## src/common/ack_sched_defs.vh

```
`ifndef ACK_SCHED_DEFS_VH
`define ACK_SCHED_DEFS_VH

// Register byte offsets
`define REG_CTRL        12'h000
`define REG_LINK_CFG    12'h004
`define REG_STANDBY_EXIT 12'h008
`define REG_STATUS      12'h00c
`define REG_SEQ         12'h010
`define REG_COUNT       12'h014
`define REG_THRESH      12'h018

// Control fields
`define CTRL_EARLY_ACK_BIT   0
`define CTRL_STANDBY_EN_BIT  1
`define CTRL_RESET           32'h0000_0000

// Link configuration fields
`define CFG_PAYLOAD_LSB      0
`define CFG_WIDTH_LSB        4
`define CFG_RESET            32'h0000_0000

// Status fields
`define STAT_PENDING_BIT     0
`define STAT_NAK_BIT         1
`define STAT_ACTIVE_BIT      2
`define STAT_WAKE_BIT        3

// Counter and sequence widths and timing
`define COUNT_W              13
`define STANDBY_EXIT_RESET   32'h0000_0000
`define SEQ_W                12

`endif

```

## src/ack_threshold_lut.v

```verilog
`timescale 1ns/100ps
`default_nettype none
module ack_threshold_lut (
  input  wire [2:0]  payload_code,
  input  wire [2:0]  width_code,
  output reg  [12:0] threshold
);
  always @* begin
    case ({payload_code, width_code})
      6'h00: threshold = 13'h00ed;
      6'h01: threshold = 13'h0080;
      6'h02: threshold = 13'h0049;
      6'h03: threshold = 13'h0043;
      6'h04: threshold = 13'h003a;
      6'h05: threshold = 13'h0030;
      6'h06: threshold = 13'h0021;
      6'h08: threshold = 13'h01a0;
      6'h09: threshold = 13'h00d9;
      6'h0a: threshold = 13'h0076;
      6'h0b: threshold = 13'h006b;
      6'h0c: threshold = 13'h005a;
      6'h0d: threshold = 13'h0048;
      6'h0e: threshold = 13'h002d;
      6'h10: threshold = 13'h022f;
      6'h11: threshold = 13'h0121;
      6'h12: threshold = 13'h009a;
      6'h13: threshold = 13'h0056;
      6'h14: threshold = 13'h006d;
      6'h15: threshold = 13'h0056;
      6'h16: threshold = 13'h0034;
      6'h18: threshold = 13'h042f;
      6'h19: threshold = 13'h0221;
      6'h1a: threshold = 13'h011a;
      6'h1b: threshold = 13'h0096;
      6'h1c: threshold = 13'h00c2;
      6'h1d: threshold = 13'h0096;
      6'h1e: threshold = 13'h0054;
      6'h20: threshold = 13'h082f;
      6'h21: threshold = 13'h0421;
      6'h22: threshold = 13'h021a;
      6'h23: threshold = 13'h0116;
      6'h24: threshold = 13'h016d;
      6'h25: threshold = 13'h0116;
      6'h26: threshold = 13'h0094;
      6'h28: threshold = 13'h102f;
      6'h29: threshold = 13'h0821;
      6'h2a: threshold = 13'h041a;
      6'h2b: threshold = 13'h0216;
      6'h2c: threshold = 13'h02c2;
      6'h2d: threshold = 13'h0216;
      6'h2e: threshold = 13'h0114;
      default: threshold = 13'h102f;
    endcase
  end
endmodule // ack_threshold_lut
`default_nettype wire

```

## src/apb_regs.v

```verilog
`timescale 1ns/100ps
`default_nettype none
`include "ack_sched_defs.vh"
module apb_regs (
  input  wire        pclk,
  input  wire        presetn,
  input  wire        psel,
  input  wire        penable,
  input  wire        pwrite,
  input  wire [11:0] paddr,
  input  wire [31:0] pwdata,
  output reg  [31:0] prdata,
  output reg         pslverr,
  output wire        pready,
  input  wire [31:0] status_in,
  input  wire [31:0] seq_in,
  input  wire [31:0] count_in,
  input  wire [31:0] thresh_in,
  output reg  [31:0] ctrl_ff,
  output reg  [31:0] cfg_ff,
  output reg  [31:0] exit_ff
);
  reg [31:0] rd;
  reg        hit;
  reg        ready_ff;
  // Zero wait states; ready comes from a flop that sets after reset
  assign pready = ready_ff;
  always @(posedge pclk or negedge presetn) begin
    if (!presetn) begin
      ready_ff <= 1'b0;
    end else begin
      ready_ff <= 1'b1;
    end
  end
  always @* begin
    hit = 1'b1;
    case (paddr)
      `REG_CTRL:         rd = ctrl_ff;
      `REG_LINK_CFG:     rd = cfg_ff;
      `REG_STANDBY_EXIT: rd = exit_ff;
      `REG_STATUS:       rd = status_in;
      `REG_SEQ:          rd = seq_in;
      `REG_COUNT:        rd = count_in;
      `REG_THRESH:       rd = thresh_in;
      default: begin
        rd  = 32'h0000_0000;
        hit = 1'b0;
      end
    endcase
  end
  always @(posedge pclk or negedge presetn) begin
    if (!presetn) begin
      ctrl_ff <= `CTRL_RESET;
      cfg_ff  <= `CFG_RESET;
      exit_ff <= `STANDBY_EXIT_RESET;
      prdata  <= 32'h0000_0000;
      pslverr <= 1'b0;
    end else begin
      pslverr <= 1'b0;
      // Error flag is loaded in setup so it stands with the access cycle
      if (psel && !penable) begin
        prdata  <= pwrite ? 32'h0000_0000 : rd;
        pslverr <= !hit;
      end
      if (psel && penable) begin
        if (pwrite && paddr == `REG_CTRL) ctrl_ff <= {30'h0, pwdata[1:0]};
        if (pwrite && paddr == `REG_LINK_CFG) cfg_ff <= {25'h0, pwdata[6:4], 1'b0, pwdata[2:0]};
        if (pwrite && paddr == `REG_STANDBY_EXIT) exit_ff <= {20'h0, pwdata[11:0]};
      end
    end
  end
endmodule // apb_regs
`default_nettype wire

```

## src/ack_latency_scheduler.v

```verilog
// The register offsets and register access over APB were left to the implementer.
`timescale 1ns/100ps
`default_nettype none
`include "ack_sched_defs.vh"
module ack_latency_scheduler #(
  parameter SEQ_W   = `SEQ_W,
  parameter COUNT_W = `COUNT_W
) (
  input  wire             pclk,
  input  wire             presetn,
  input  wire             psel,
  input  wire             penable,
  input  wire             pwrite,
  input  wire [11:0]      paddr,
  input  wire [31:0]      pwdata,
  output wire [31:0]      prdata,
  output wire             pready,
  output wire             pslverr,
  input  wire             symbol_tick,
  input  wire             link_layer_active_state,
  input  wire             link_layer_inactive_state,
  input  wire             tlp_forwarded,
  input  wire [SEQ_W-1:0] expected_receive_seq,
  input  wire             nak_scheduled,
  input  wire             nak_sent,
  input  wire             tx_busy,
  input  wire             link_full_on_state,
  input  wire             link_standby_state,
  input  wire [2:0]       min_func_payload,
  input  wire             ack_accept,
  output reg              ack_request,
  output reg  [SEQ_W-1:0] ack_sequence_field,
  output reg              wake_request
);
  //////////////////////////////////////////////////////////////////////////////
  // Registers
  wire [31:0] ctrl_ff;
  wire [31:0] cfg_ff;
  wire [31:0] exit_ff;
  reg  [COUNT_W-1:0] ack_latency_count_ff;
  reg  [COUNT_W-1:0] nxt_ack_latency_count;
  reg                pending_ff;
  reg                nxt_pending;
  reg                running_ff;
  reg                nxt_running;
  reg  [COUNT_W-1:0] thresh_ff;
  wire [12:0]        table_value;
  wire [2:0]         cfg_payload;
  wire [2:0]         eff_payload;
  wire [COUNT_W:0]   thresh_sum;
  wire               due;
  wire               want_ack;
  wire               issue;

  function [2:0] min3;
    input [2:0] a;
    input [2:0] b;
    begin
      min3 = (a < b) ? a : b;
    end
  endfunction

  assign cfg_payload = cfg_ff[`CFG_PAYLOAD_LSB+2:`CFG_PAYLOAD_LSB];
  assign eff_payload = min3(cfg_payload, min_func_payload);

  //////////////////////////////////////////////////////////////////////////////
  // Threshold selection
  ack_threshold_lut u_lut (
    .payload_code (eff_payload),
    .width_code   (cfg_ff[`CFG_WIDTH_LSB+2:`CFG_WIDTH_LSB]),
    .threshold    (table_value)
  );

  assign thresh_sum = {1'b0, table_value}
                    + (ctrl_ff[`CTRL_STANDBY_EN_BIT] ? {2'b00, exit_ff[11:0]}
                                                     : {(COUNT_W+1){1'b0}});

  always @(posedge pclk or negedge presetn) begin
    if (!presetn) begin
      thresh_ff <= {COUNT_W{1'b1}};
    end else begin
      thresh_ff <= thresh_sum[COUNT_W] ? {COUNT_W{1'b1}} : thresh_sum[COUNT_W-1:0];
    end
  end

  //////////////////////////////////////////////////////////////////////////////
  // Ack decision
  assign due      = (ack_latency_count_ff >= thresh_ff) && !nak_scheduled;
  assign want_ack = link_layer_active_state && pending_ff
                    && (due || ctrl_ff[`CTRL_EARLY_ACK_BIT]);
  assign issue    = ack_request && ack_accept;

  always @(posedge pclk or negedge presetn) begin
    if (!presetn) begin
      ack_request        <= 1'b0;
      ack_sequence_field <= {SEQ_W{1'b0}};
      wake_request       <= 1'b0;
    end else begin
      ack_request        <= want_ack && link_full_on_state && !tx_busy && !issue;
      ack_sequence_field <= expected_receive_seq - {{(SEQ_W-1){1'b0}}, 1'b1};
      wake_request       <= want_ack
                            && (!link_full_on_state || link_standby_state);
    end
  end

  //////////////////////////////////////////////////////////////////////////////
  // Outstanding tracking and counter
  always @* begin
    nxt_pending           = pending_ff;
    nxt_running           = running_ff;
    nxt_ack_latency_count = ack_latency_count_ff;
    if (tlp_forwarded) begin
      nxt_pending = 1'b1;
      nxt_running = 1'b1;
    end
    if (running_ff && symbol_tick && ack_latency_count_ff != {COUNT_W{1'b1}}) begin
      nxt_ack_latency_count = ack_latency_count_ff + {{(COUNT_W-1){1'b0}}, 1'b1};
    end
    if (issue || nak_sent) begin
      nxt_ack_latency_count = {COUNT_W{1'b0}};
    end
    if (issue && !tlp_forwarded) begin
      nxt_pending           = 1'b0;
      nxt_running           = 1'b0;
      nxt_ack_latency_count = {COUNT_W{1'b0}};
    end
    if (link_layer_inactive_state) begin
      nxt_pending           = 1'b0;
      nxt_running           = 1'b0;
      nxt_ack_latency_count = {COUNT_W{1'b0}};
    end
  end

  always @(posedge pclk or negedge presetn) begin
    if (!presetn) begin
      pending_ff           <= 1'b0;
      running_ff           <= 1'b0;
      ack_latency_count_ff <= {COUNT_W{1'b0}};
    end else begin
      pending_ff           <= nxt_pending;
      running_ff           <= nxt_running;
      ack_latency_count_ff <= nxt_ack_latency_count;
    end
  end

  //////////////////////////////////////////////////////////////////////////////
  // Register bus
  apb_regs u_regs (
    .pclk      (pclk),
    .presetn   (presetn),
    .psel      (psel),
    .penable   (penable),
    .pwrite    (pwrite),
    .paddr     (paddr),
    .pwdata    (pwdata),
    .prdata    (prdata),
    .pslverr   (pslverr),
    .pready    (pready),
    .status_in ({28'h0, wake_request, link_layer_active_state, nak_scheduled, pending_ff}),
    .seq_in    ({{(32-SEQ_W){1'b0}}, ack_sequence_field}),
    .count_in  ({{(32-COUNT_W){1'b0}}, ack_latency_count_ff}),
    .thresh_in ({{(32-COUNT_W){1'b0}}, thresh_ff}),
    .ctrl_ff   (ctrl_ff),
    .cfg_ff    (cfg_ff),
    .exit_ff   (exit_ff)
  );
endmodule // ack_latency_scheduler
`default_nettype wire

```

## config.mk

```make
export PLATFORM = sky130hd
export DESIGN_NAME = ack_latency_scheduler
export DESIGN_NICKNAME = d
export VERILOG_FILES = /design/src/ack_threshold_lut.v /design/src/apb_regs.v /design/src/ack_latency_scheduler.v
export VERILOG_INCLUDE_DIRS = /design/src /design/src/common
export SDC_FILE = /design/constraint.sdc
export NUM_CORES = 1
export LEC_CHECK = 0
export BUFFER_PORTS_ARGS = -buffer_cell sky130_fd_sc_hd__buf_2
export CAP_MARGIN = 0
export CORE_ASPECT_RATIO = 2
export CORE_MARGIN = 1.5
export CORE_UTILIZATION = 45
export DETAILED_ROUTE_END_ITERATION = 12
export PLACE_DENSITY = 0.79
export SKIP_CTS_REPAIR_TIMING = 1
export SLEW_MARGIN = 20
export SYNTH_ARGS = -nofsm -noshare
export SYNTH_HDL_FRONTEND = slang
export SYNTH_SLANG_ARGS = --single-unit
```

## constraint.sdc

```tcl
create_clock -name pclk -period 3.9 [get_ports pclk]
set_input_delay 0.195 -clock pclk [delete_from_list [all_inputs] [get_ports pclk]]
set_output_delay 0.195 -clock pclk [all_outputs]
set_load 0.03 [all_outputs]
```

### Word-level counts from Yosys, hierarchy flattened

Memory sizes are Yosys's and may differ from the RTL's.
Cells that the tools add are included.

* register bits: 95
* bits in read-only memories: 832
* input port bits: 74
* output and inout port bits: 48
* logic and storage cells: 72
* memories kept: 1

* $add $sub $neg: 3
* magnitude comparators: 2
* eq/ne operators: 7
* muxes and demuxes: 14
* reductions and logical operators: 33

Memory list
* (no name shown): depth 64, bits a word 13, read ports 1, clocked after Yosys merged registers in 0, write ports 0, RTL line ack_threshold_lut.v:9 `case ({payload_code, width_code})`

Operator list (number)
* 13-bit one-hot mux with 7 select lines: 1
* 13-bit 2-to-1 mux: 6
* 12-bit by 5-bit == test with 1-bit output, second input constant: 3
* 12-bit by 4-bit == test with 1-bit output, second input constant: 2
* 1-bit logical AND: 16
* 13-bit by 12-bit adder with 14-bit output: 1
* 13-bit by 1-bit adder with 13-bit output, second input constant: 1
* 13-bit greater-or-equal comparator: 1
* 13-bit inequality test, second input constant: 1
* 12-bit by 3-bit == test with 1-bit output, second input constant: 1
* 12-bit logical NOT: 1
* 12-bit 2-to-1 mux: 1
* 12-bit by 1-bit subtractor with 12-bit output, second input constant: 1
* 1-bit logical NOT: 7
* 7-bit OR reduction: 1
* 2-bit AND reduction: 3
* 1-bit 2-to-1 mux: 5
* 4-bit nonzero test: 1
* 1-bit logical OR: 3
* 3-bit < comparator: 1
* 3-bit 2-to-1 mux: 1
* 3-bit nonzero test: 1

### Longest topological paths before layout

Gate-level depths: netlist of run 1.

* depth in word-level cells: 7
* gate-level depth with buffers: 17
* mapped depth without buffers: 16

### Hierarchy

From an unflattened synthesis of run 1, not the netlist that was laid out.

* cell total of the unflattened synthesis: 790
* area, all modules: 7190.6 sq um

Modules (own cells, without submodules)
* apb_regs: times used 1, cells an instance 371, area each 3673.5 sq um, seq. area each 1351.3 sq um
* ack_latency_scheduler: times used 1, cells an instance 308, area each 2846.5 sq um, seq. area each 1042.2 sq um
* ack_threshold_lut: times used 1, cells an instance 111, area each 670.6 sq um, seq. area each 0.0 sq um

### Worst setup path after synthesis of run 1

No wires, ideal clock.

* path kind: register to register
* from: register u_regs.cfg_ff[1]
* to: register thresh_ff[10]
* setup time: 0.094 ns
* arrival time: 3.719 ns
* required time: 3.806 ns
* slack: 0.087 ns
* stages on the path, launching flop included: 15
* path buffers: 0
* clock period less this slack: 3.813 ns
* path through: dfrtp_1 -> ha_1 -> o21a_1 -> o21bai_1 -> nand2_1 -> and2_1 -> o31a_1 -> o31a_1 -> fa_1 -> a21oi_1 -> o211ai_1 -> nand2b_1 -> a21oi_1 -> nor3_1 -> or4b_1

* cells in the longest elaborated chain, start to end: 5

Ends and longest elaborated chain
* start: declaration: RTL line apb_regs.v:20 `output reg [31:0] cfg_ff,`
* start signal: assignment: RTL line apb_regs.v:54 `` cfg_ff <= `CFG_RESET; ``
* start signal: assignment: RTL line apb_regs.v:67 `` if (pwrite && paddr == `REG_LINK_CFG) cfg_ff <= {25'h0, pwdata[6:4], 1'b0, pwdata[2:0]}; ``
* 3-bit < comparator: RTL line ack_latency_scheduler.v:59 `min3 = (a < b) ? a : b;`
* 3-bit 2-to-1 mux *: RTL line ack_latency_scheduler.v:59
* memory read 64 x 13 bit *
* 13-bit by 12-bit adder with 14-bit output *: RTL line ack_latency_scheduler.v:74 `assign thresh_sum = {1'b0, table_value}`
* 13-bit 2-to-1 mux *: RTL line ack_latency_scheduler.v:82 `thresh_ff <= thresh_sum[COUNT_W] ? {COUNT_W{1'b1}} : thresh_sum[COUNT_W-1:0];`
* end signal: assignment: RTL line ack_latency_scheduler.v:80 `thresh_ff <= {COUNT_W{1'b1}};`
* end signal: assignment: RTL line ack_latency_scheduler.v:82
* end: declaration: RTL line ack_latency_scheduler.v:46 `reg [COUNT_W-1:0] thresh_ff;`

Mark *: on every way between the ends. The rest lies on a longest branch, timed or not.
A chain may end at the register's enable or synchronous reset.

### Final worst setup path of run 1

Ends and elaborated chain as after synthesis.

==> impl_summary.md, run 1 <==
Global route
The first global-routing pass estimated 24900 um of wire. The pin count of the biggest net entering global routing is 77. The initial antenna violation count is 0. The number of global-route vias before repair came to 5167.

Global routing used 26.7% of the available tracks. Summed over all layers, the global routing overflow is 0.

Timing
The max-slew violation count was 0. Of the available clock period, the critical path in the final layout requires between 90% and 100%. The worst clock skew is slightly below 0.009 ns. In this run the tightest slew margin relative to its limit is approximately two fifths.

The worst-margin pin slew is 0.923 ns. The final period demand of the worst path is 3.83 ns. Setup violations remaining at the end of the flow were counted as 0.

The worst setup margin is 0.0678 ns. The fmax is 261 MHz. The accumulated negative setup slack is 0 ns.

Across all hold checks on the routed design, the worst slack comes to -0.00992 ns. The final hold violation count is 12.

Synthesis
Synthesis inferred between 70 and 80 register bits. Synthesis handed over a netlist of about 580 instances. The number of warning messages in the yosys log is 0. The cell area that synthesis handed to floorplanning was 0.00533 mm^2. The synthesized netlist contains 63 unique library cells. In this run, synthesis inferred 0 flip-flops with an integrated enable. After synthesis, the share of flip-flops with an asynchronous set or reset is 100%. The sequential area share after synthesis is a little over a third. The leading register cell type out of synthesis is dfrtp_1. Averaged over all synthesized cells, the footprint is around 9.3 um^2.

Worst setup path
The endpoint kind of the worst setup timing path is a flip-flop. In this design, the stage delay of the slowest critical-path cell is 0.53 ns. Together, buffers and inverters on the worst path number 1. The maximum net fanout on the critical path is 6. Setup slack on the worst reg-to-reg path comes out at about 0.068 ns. Among all stages on the critical path, the largest delay is contributed by or4b_1. STA classifies the critical path startpoint as a flip-flop. For the worst setup path, the data required time is about 4.2 ns. The cell class contributing the biggest share of worst-path delay is simple AND/OR/NAND/NOR gates. The signal on the critical path passes through ha_1 > nand2_1 > o21ai_2 > mux2_4 > buf_4 > nand2_1 > a21oi_1 > o32a_1 > ha_1 > nand3_1 > o211ai_1 > nand2b_4 > a21oi_4 > nor4bb_1 > or4b_1. The worst setup path is of the flip-flop to flip-flop kind. STA puts the critical path data arrival time at 4.09 ns.

Final layout
Excluding fillers, the count of instances in the completed layout stands at 846. The repair_antennas step left the layout with diodes totalling 0. The filler cell count is 1028.

Relative to the synthesized area, the layout overhead comes to 23.8%. Summing all flip-flop and latch instances after layout gives 0.00192 mm^2. Cells with a size suffix above 1 make up 30.5% of the layout. The area taken by multi-input logic gates is 0.00326 mm^2. In the layout the commonest cells are 81 x buf_2, 63 x dfrtp_1, 50 x buf_4.

At the end of the flow, the number of nets in the layout was ~800. The most common cell after layout, fill and taps aside is buf_2.

Detailed routing
The first routing iteration left 282 violations. The first-pass detailed-route iteration total is 4. The detailed-route wire length is ~16000 um. The average detailed-routed wire length per instance is 19.0 um.

In the routed design, unresolved DRC markers number 0. After detailed routing, the number of vias per cell comes to 5.82. The total via count after detailed routing is between 4000 and 5000. The number of nets still failing antenna checks after routing is 0.

CTS
The maximum clock insertion buffer count is 2. The H-tree was split into 3 levels. Clock tree synthesis selected as its root buffer the cell clkbuf_16. The clock slew at the register clock pins of the worst setup and hold paths is 0.06 ns.

The clock latency at the later pin of the worst-skew pair is 0.34 ns. TritonCTS built the clock tree. TritonCTS created 9 clock buffers.

The sink count of the clock tree is 76.

Outcome
The checks that failed: negative hold slack. The flow ran to the end, but the final reports show violations.

Floorplanning
In this run the vertical extent of the chip is between 150 and 200 um. The top-level port count is 122. For this configuration, the core starts out at a cell density of 45.8%. In this run the core area contains 56 standard-cell rows.

The core area is 0.0116 mm^2. The floorplan step defined a die boundary enclosing 0.0125 mm^2. The floorplan step set the die width to 80.0 um.

Pwr
Across the VDD grid, the largest voltage drop is 0.272 mV. Power comes to 1.96 mW. In this run the power density over the cells is 297 mW/mm^2. The analysis attributes to cell leakage a power of 3.18 nW.

Place
The HPWL after detailed placement is about 13000 um. The count of buffers from port buffering is 82. The post-placement setup slack is -0.104 ns. After detailed placement, the design holds a cell count of 825.

The global placer's final weighted congestion is between 0.9 and 1.

Job
The number of max-capacitance violations reported is 0.

Hold path
The path type of the worst min-delay path is input port to asynchronous set/reset pin.
report_power, final:
part | switching (mW) | internal [mW]
clock | 0.327 | 0.626
sequential | 0.00883 | 0.802
combinational | 0.135 | 0.0636
Yosys cell counts (13+ instances only):
| master | count | area share, % |
|---|---|---|
| nand2_1 | 44 | 3.1 |
| a22o_1 | 14 | 2.3 |
| buf_4 | 20 | 2.8 |
| dfrtp_1 | 63 | 30 |
| nor2_1 | 45 | 3.2 |
| nand3_1 | 14 | 1.3 |
| mux2_2 | 26 | 5.5 |
| nor3_1 | 16 | 1.5 |
| a21oi_1 | 31 | 2.9 |
| dfstp_2 | 13 | 6.4 |
| xor2_1 | 14 | 2.3 |
| clkbuf_1 | 16 | 1.1 |
| o21ai_0 | 29 | 2.7 |
| ha_1 | 36 | 8.5 |
| inv_1 | 28 | 2.0 |
| xnor2_1 | 13 | 2.1 |
| and2_1 | 17 | 2.0 |
metrics by stage:
stage                     instance area (um^2)  util [%]
after CTS                                 6440      55.4
after detailed placement                  6100      52.4
final                                     6600      56.7
after floorplan                           5400         -
after global placement                    6100      52.4
after global routing                      6600      56.7
metal layers:
metal / vias up / global-route usage (%) / share of wire (%)
met5: - / 0 / 0
met4: 0 / 23.6 / 8.9
met3: 88 / 4.00 / 4.0
met2: 193 / 49.9 / 56
met1: 2378 / 23.3 / 31
li1: 2262 / - / -
worst paths after layout:
path	depth (start not counted)	end	start
max	15	thresh_ff[10]$_DFF_PN1_	u_regs.cfg_ff[1]$_DFFE_PN0P_
min	1	ack_sequence_field[8]$_DFF_PN0_	presetn
max reg2reg	15	thresh_ff[10]$_DFF_PN1_	u_regs.cfg_ff[1]$_DFFE_PN0P_
min reg2reg	1	u_regs.prdata[6]$_DFFE_PN0P_	u_regs.prdata[6]$_DFFE_PN0P_
max in group asynchronous	1	u_regs.pslverr$_DFF_PN0_	presetn
min in group pclk	2	running_ff$_DFFE_PN0P_	link_layer_inactive_state
worst register-to-register path: cells and delay by family (launching register included):
kind / cells / cell delay, ns
buffers and inverters: 1 / 0.17
DFF: 1 / 0.40
adders and majority gates: 2 / 0.71
muxes: 1 / 0.38
and+or+nand+nor: 6 / 1.08
AOI/OAI and AO/OA: 5 / 0.98
cells by family (layout without fill, tap and decap cells):
logic type | Yosys count | in the layout | synth area share [%]
other | 2 | 20 | 0.141
adder cells (fa/ha/maj) | 37 | 37 | 8.83
AND/OR/NAND/NOR | 191 | 191 | 18.3
XOR/XNOR | 27 | 27 | 4.44
flip-flops | 76 | 76 | 36.0
AO/OA/AOI/OAI | 134 | 134 | 17.1
multiplexers | 40 | 40 | 8.92
buffers and inverters | 69 | 176 | 6.31
layout make-up:
| cell class | count | share of cell area (%) |
|---|---|---|
| Inverter | 28 | 1.59 |
| Sequential cell | 76 | 29.1 |
| Multi-Input combinational cell | 449 | 49.4 |
| Timing Repair Buffer | 132 | 12.0 |
| Tap cell | 145 | 2.75 |
| Clock inverter | 6 | 1.73 |
| Clock buffer | 10 | 3.47 |
registers in the layout, summed over array words and instances (netlist names):
name                  flops
ack_latency_count_ff     13
ack_sequence_field       12
u_regs.pready             1
u_regs.pslverr            1
u_regs.prdata            13
ack_request               1
u_regs.exit_ff           12
running_ff                1
thresh_ff                13
u_regs.cfg_ff             6
wake_request              1
u_regs.ctrl_ff            2
No activity file was read; power rests on OpenSTA's default activity.
==> run 2: changes to the inputs <==
Settings changed: REMOVE_ABC_BUFFERS set to 1.
==> impl_summary.md, run 2 (synthesized netlist as in run 1, its figures left out) <==
Timing
The number of setup violations in the final report is 0 (unchanged). The worst clock skew is 0.00758 ns (-0.00116 ns). The worst-case headroom to the max-slew limit is 37.7% (-0.75 points). The worst-margin pin slew is 0.934 ns (+0.0112 ns). The final period demand of the worst path is 3.78 ns (-0.0513 ns). The final clock period utilization by the worst path is 96.9% (-1.3 points). The worst setup margin is 0.119 ns (+0.0513 ns).

The fmax came to 264 MHz (+1.4%). The accumulated negative setup slack is 0 ns (unchanged). The final hold violation count is 11 (-1). The max-slew violation count is 0 (unchanged). The post-route worst hold slack was -0.0165 ns (-0.00653 ns).

Worst setup path
The class of the most critical setup path is flip-flop to flip-flop. The worst setup path is launched from a flip-flop. The buffering stage count on the worst path with inverters included came to 1 (unchanged).

The maximum net fanout on the critical path is 8 (+2). The number of stages on the worst setup path is 15 (unchanged). The data required time of the worst path was 4.16 ns (about the same).

The cell that appears most often on the critical path is ha_1. The longest individual stage delay on the worst path was 0.52 ns (about the same). The cell at the slowest stage of the critical path is or4b_1. In this run the worst setup path terminates at thresh_ff[10]$_DFF_PN1_. The cell class contributing the biggest share of worst-path delay is compound AO/OA/AOI/OAI gates. The signal on the critical path passes through ha_1 > o21a_1 > o21bai_2 > nand2_2 > buf_6 > a211o_4 > a211oi_2 > nor3_1 > ha_1 > nand3_1 > o211ai_1 > nand2b_4 > a21oi_4 > nor4bb_1 > or4b_1. The worst setup path is captured at a flip-flop.

The endpoint identified for the worst register-to-register timing path is thresh_ff[10]$_DFF_PN1_. The logic depth of the worst register-to-register path is 15 (unchanged). The startpoint identified for the worst register-to-register timing path is u_regs.cfg_ff[1]$_DFFE_PN0P_.

The setup slack of the worst register-to-register path is 0.12 ns (+0.05 ns). The most critical setup path has its startpoint at u_regs.cfg_ff[1]$_DFFE_PN0P_. The data arrival time of the critical path is 4.04 ns (-0.05 ns).

Floorplanning
The top-level port count is 122 (unchanged). The core area is 0.0116 mm^2 (unchanged). The initial standard-cell utilization of the core was 45.8% (unchanged). The height of the chip is 157 um (unchanged). The die extent in x is 80.0 um (unchanged). The die area is 0.0125 mm^2 (unchanged). The number of placement rows is 56 (unchanged).

Pwr
The highest ir drop seen on vdd came to 0.304 mV (+12%). The leakage component of the power is 3.08 nW (-2.9%). The total power density per cell area is 284 mW/mm^2 (-4.4%).

Hold path
The path type of the worst min-delay path is input port to asynchronous set/reset pin.

Detailed routing
The DRC violation total after the first TritonRoute iteration is 262 (-7.1%). The average detailed-routed wire length per instance was 19.1 um (about the same). The remaining design rule violation count came to 0 (unchanged).

The number of nets still failing antenna checks after routing is 0 (unchanged). The number of vias per cell after detailed routing is 5.81 (about the same). The first-pass detailed-route iteration total is 6 (+2). The detailed-route wire length was 15800 um (-1.7%). The total via count after detailed routing came to 4830 (-1.8%).

CTS
The maximum clock insertion buffer count is 2 (unchanged). The root buffer cell is clkbuf_16. The number of buffers added by the clock tree synthesis step is 9 (unchanged). The clock latency at the later pin of the worst-skew pair is 0.34 ns (about the same). The depth of the CTS H-tree came to 3 (unchanged). The clock slew at the register clock pins of the worst setup and hold paths is 0.06 ns (about the same). The sink count of the clock tree was 76 (unchanged). TritonCTS built the clock tree.

Global route
The pin count of the biggest net entering global routing came to 77 (unchanged). The global-route total usage across every layer is 26.0% (-0.66 points). The overflow left after global routing is 0 (unchanged). The initial antenna violation count is 0 (unchanged). The wire length of the first global-routing pass is 24400 um (-1.7%). The number of global-route vias before repair is 4906 (-5.1%).

Final layout
The end-of-flow core utilization is 55.4% (-1.3 points). The top cell types in the final layout, fill and taps aside, are 81 x buf_2, 63 x dfrtp_1, 45 x nor2_1. The filler cell count is 1029 (+0.097%). The number of nets in the final layout is 792 (-1.9%). The most common cell after layout, fill and taps aside is buf_2. The layout-stage area growth over the synthesis result is 21.0%. The antenna cell count was 0 (unchanged).

The share of layout cells above drive strength 1 came to 28.7% (-1.8 points). The largest registers in the layout are ack_latency_count_ff: 13 flops, thresh_ff: 13 flops, u_regs.prdata: 13 flops. The post-route non-filler standard cell count was 831 (-1.8%).

Place
The placed wire-length estimate is 12700 um (-0.99%). The global placer's final weighted congestion is 0.934 (-0.86%). The post-placement setup slack is -0.0765 ns (+0.0272 ns). The placed instance count came to 812 (-1.6%).

The count of buffers from port buffering is 82 (unchanged).

Job
The number of max-capacitance violations reported is 0 (unchanged).

Outcome
The run finished, with violations left. The checks that failed: negative hold slack.
[run 2: per-stage QoR]
step	power [mW]	area, um^2
CTS	1.84	6300
global route	1.89	6450
detailed placement	1.02	6000
floorplan	0.922	5170
global placement	1.01	6000
finish	1.83	6450
[run 2: routing by layer]
layer  track usage (%)  part of all wire, %  up-vias
li1                  -                    -     2245
met1              22.8                   32     2380
met2              50.5                   57      153
met3              4.64                  3.9       52
met4              17.9                  6.8        0
met5                 0                    0        -
[run 2: worst register-to-register path: cells and delay by family (launching register included)]
kind | cells | cell delay [ns]
adder cells (fa/ha/maj) | 2 | 0.68
flip-flops | 1 | 0.39
AND/OR/NAND/NOR | 6 | 1.12
buffers and inverters | 1 | 0.15
AO/OA/AOI/OAI | 6 | 1.36
[run 2: worst min-delay path by stage]
stage / slack [ns] / endpoint / cells past startpoint / startpoint
3_3_place_gp: 0.37 / u_regs.cfg_ff[2]$_DFFE_PN0P_ / 1 / presetn
4_1_cts: 0.02 / u_regs.exit_ff[3]$_DFFE_PN0P_ / 1 / presetn
6_report: -0.02 / u_regs.exit_ff[3]$_DFFE_PN0P_ / 1 / presetn
5_1_grt: 0.04 / running_ff$_DFFE_PN0P_ / 2 / link_layer_inactive_state
2_1_floorplan: -0.10 / ack_latency_count_ff[0]$_DFFE_PN0P_ / 0 / presetn
3_5_place_dp: 0.38 / running_ff$_DFFE_PN0P_ / 2 / link_layer_inactive_state
[run 2: cell type report]
class                      count  area (um^2)  area share, %
multi-input combinational    449         3260           50.6
sequential                    76         1920           29.7
timing repair buffer         117          679           10.5
clock buffer                  10          229           3.55
tap                          145          181           2.81
inverter                      28          105           1.63
clock inverter                 6         71.3           1.11
[run 2: power breakdown]
part / switching, mW / internal [mW] / total, mW
Sequential: 0.00977 / 0.802 / 0.812
Combinational: 0.132 / 0.0626 / 0.194
Clock: 0.326 / 0.500 / 0.827
Total: 0.468 / 1.37 / 1.83
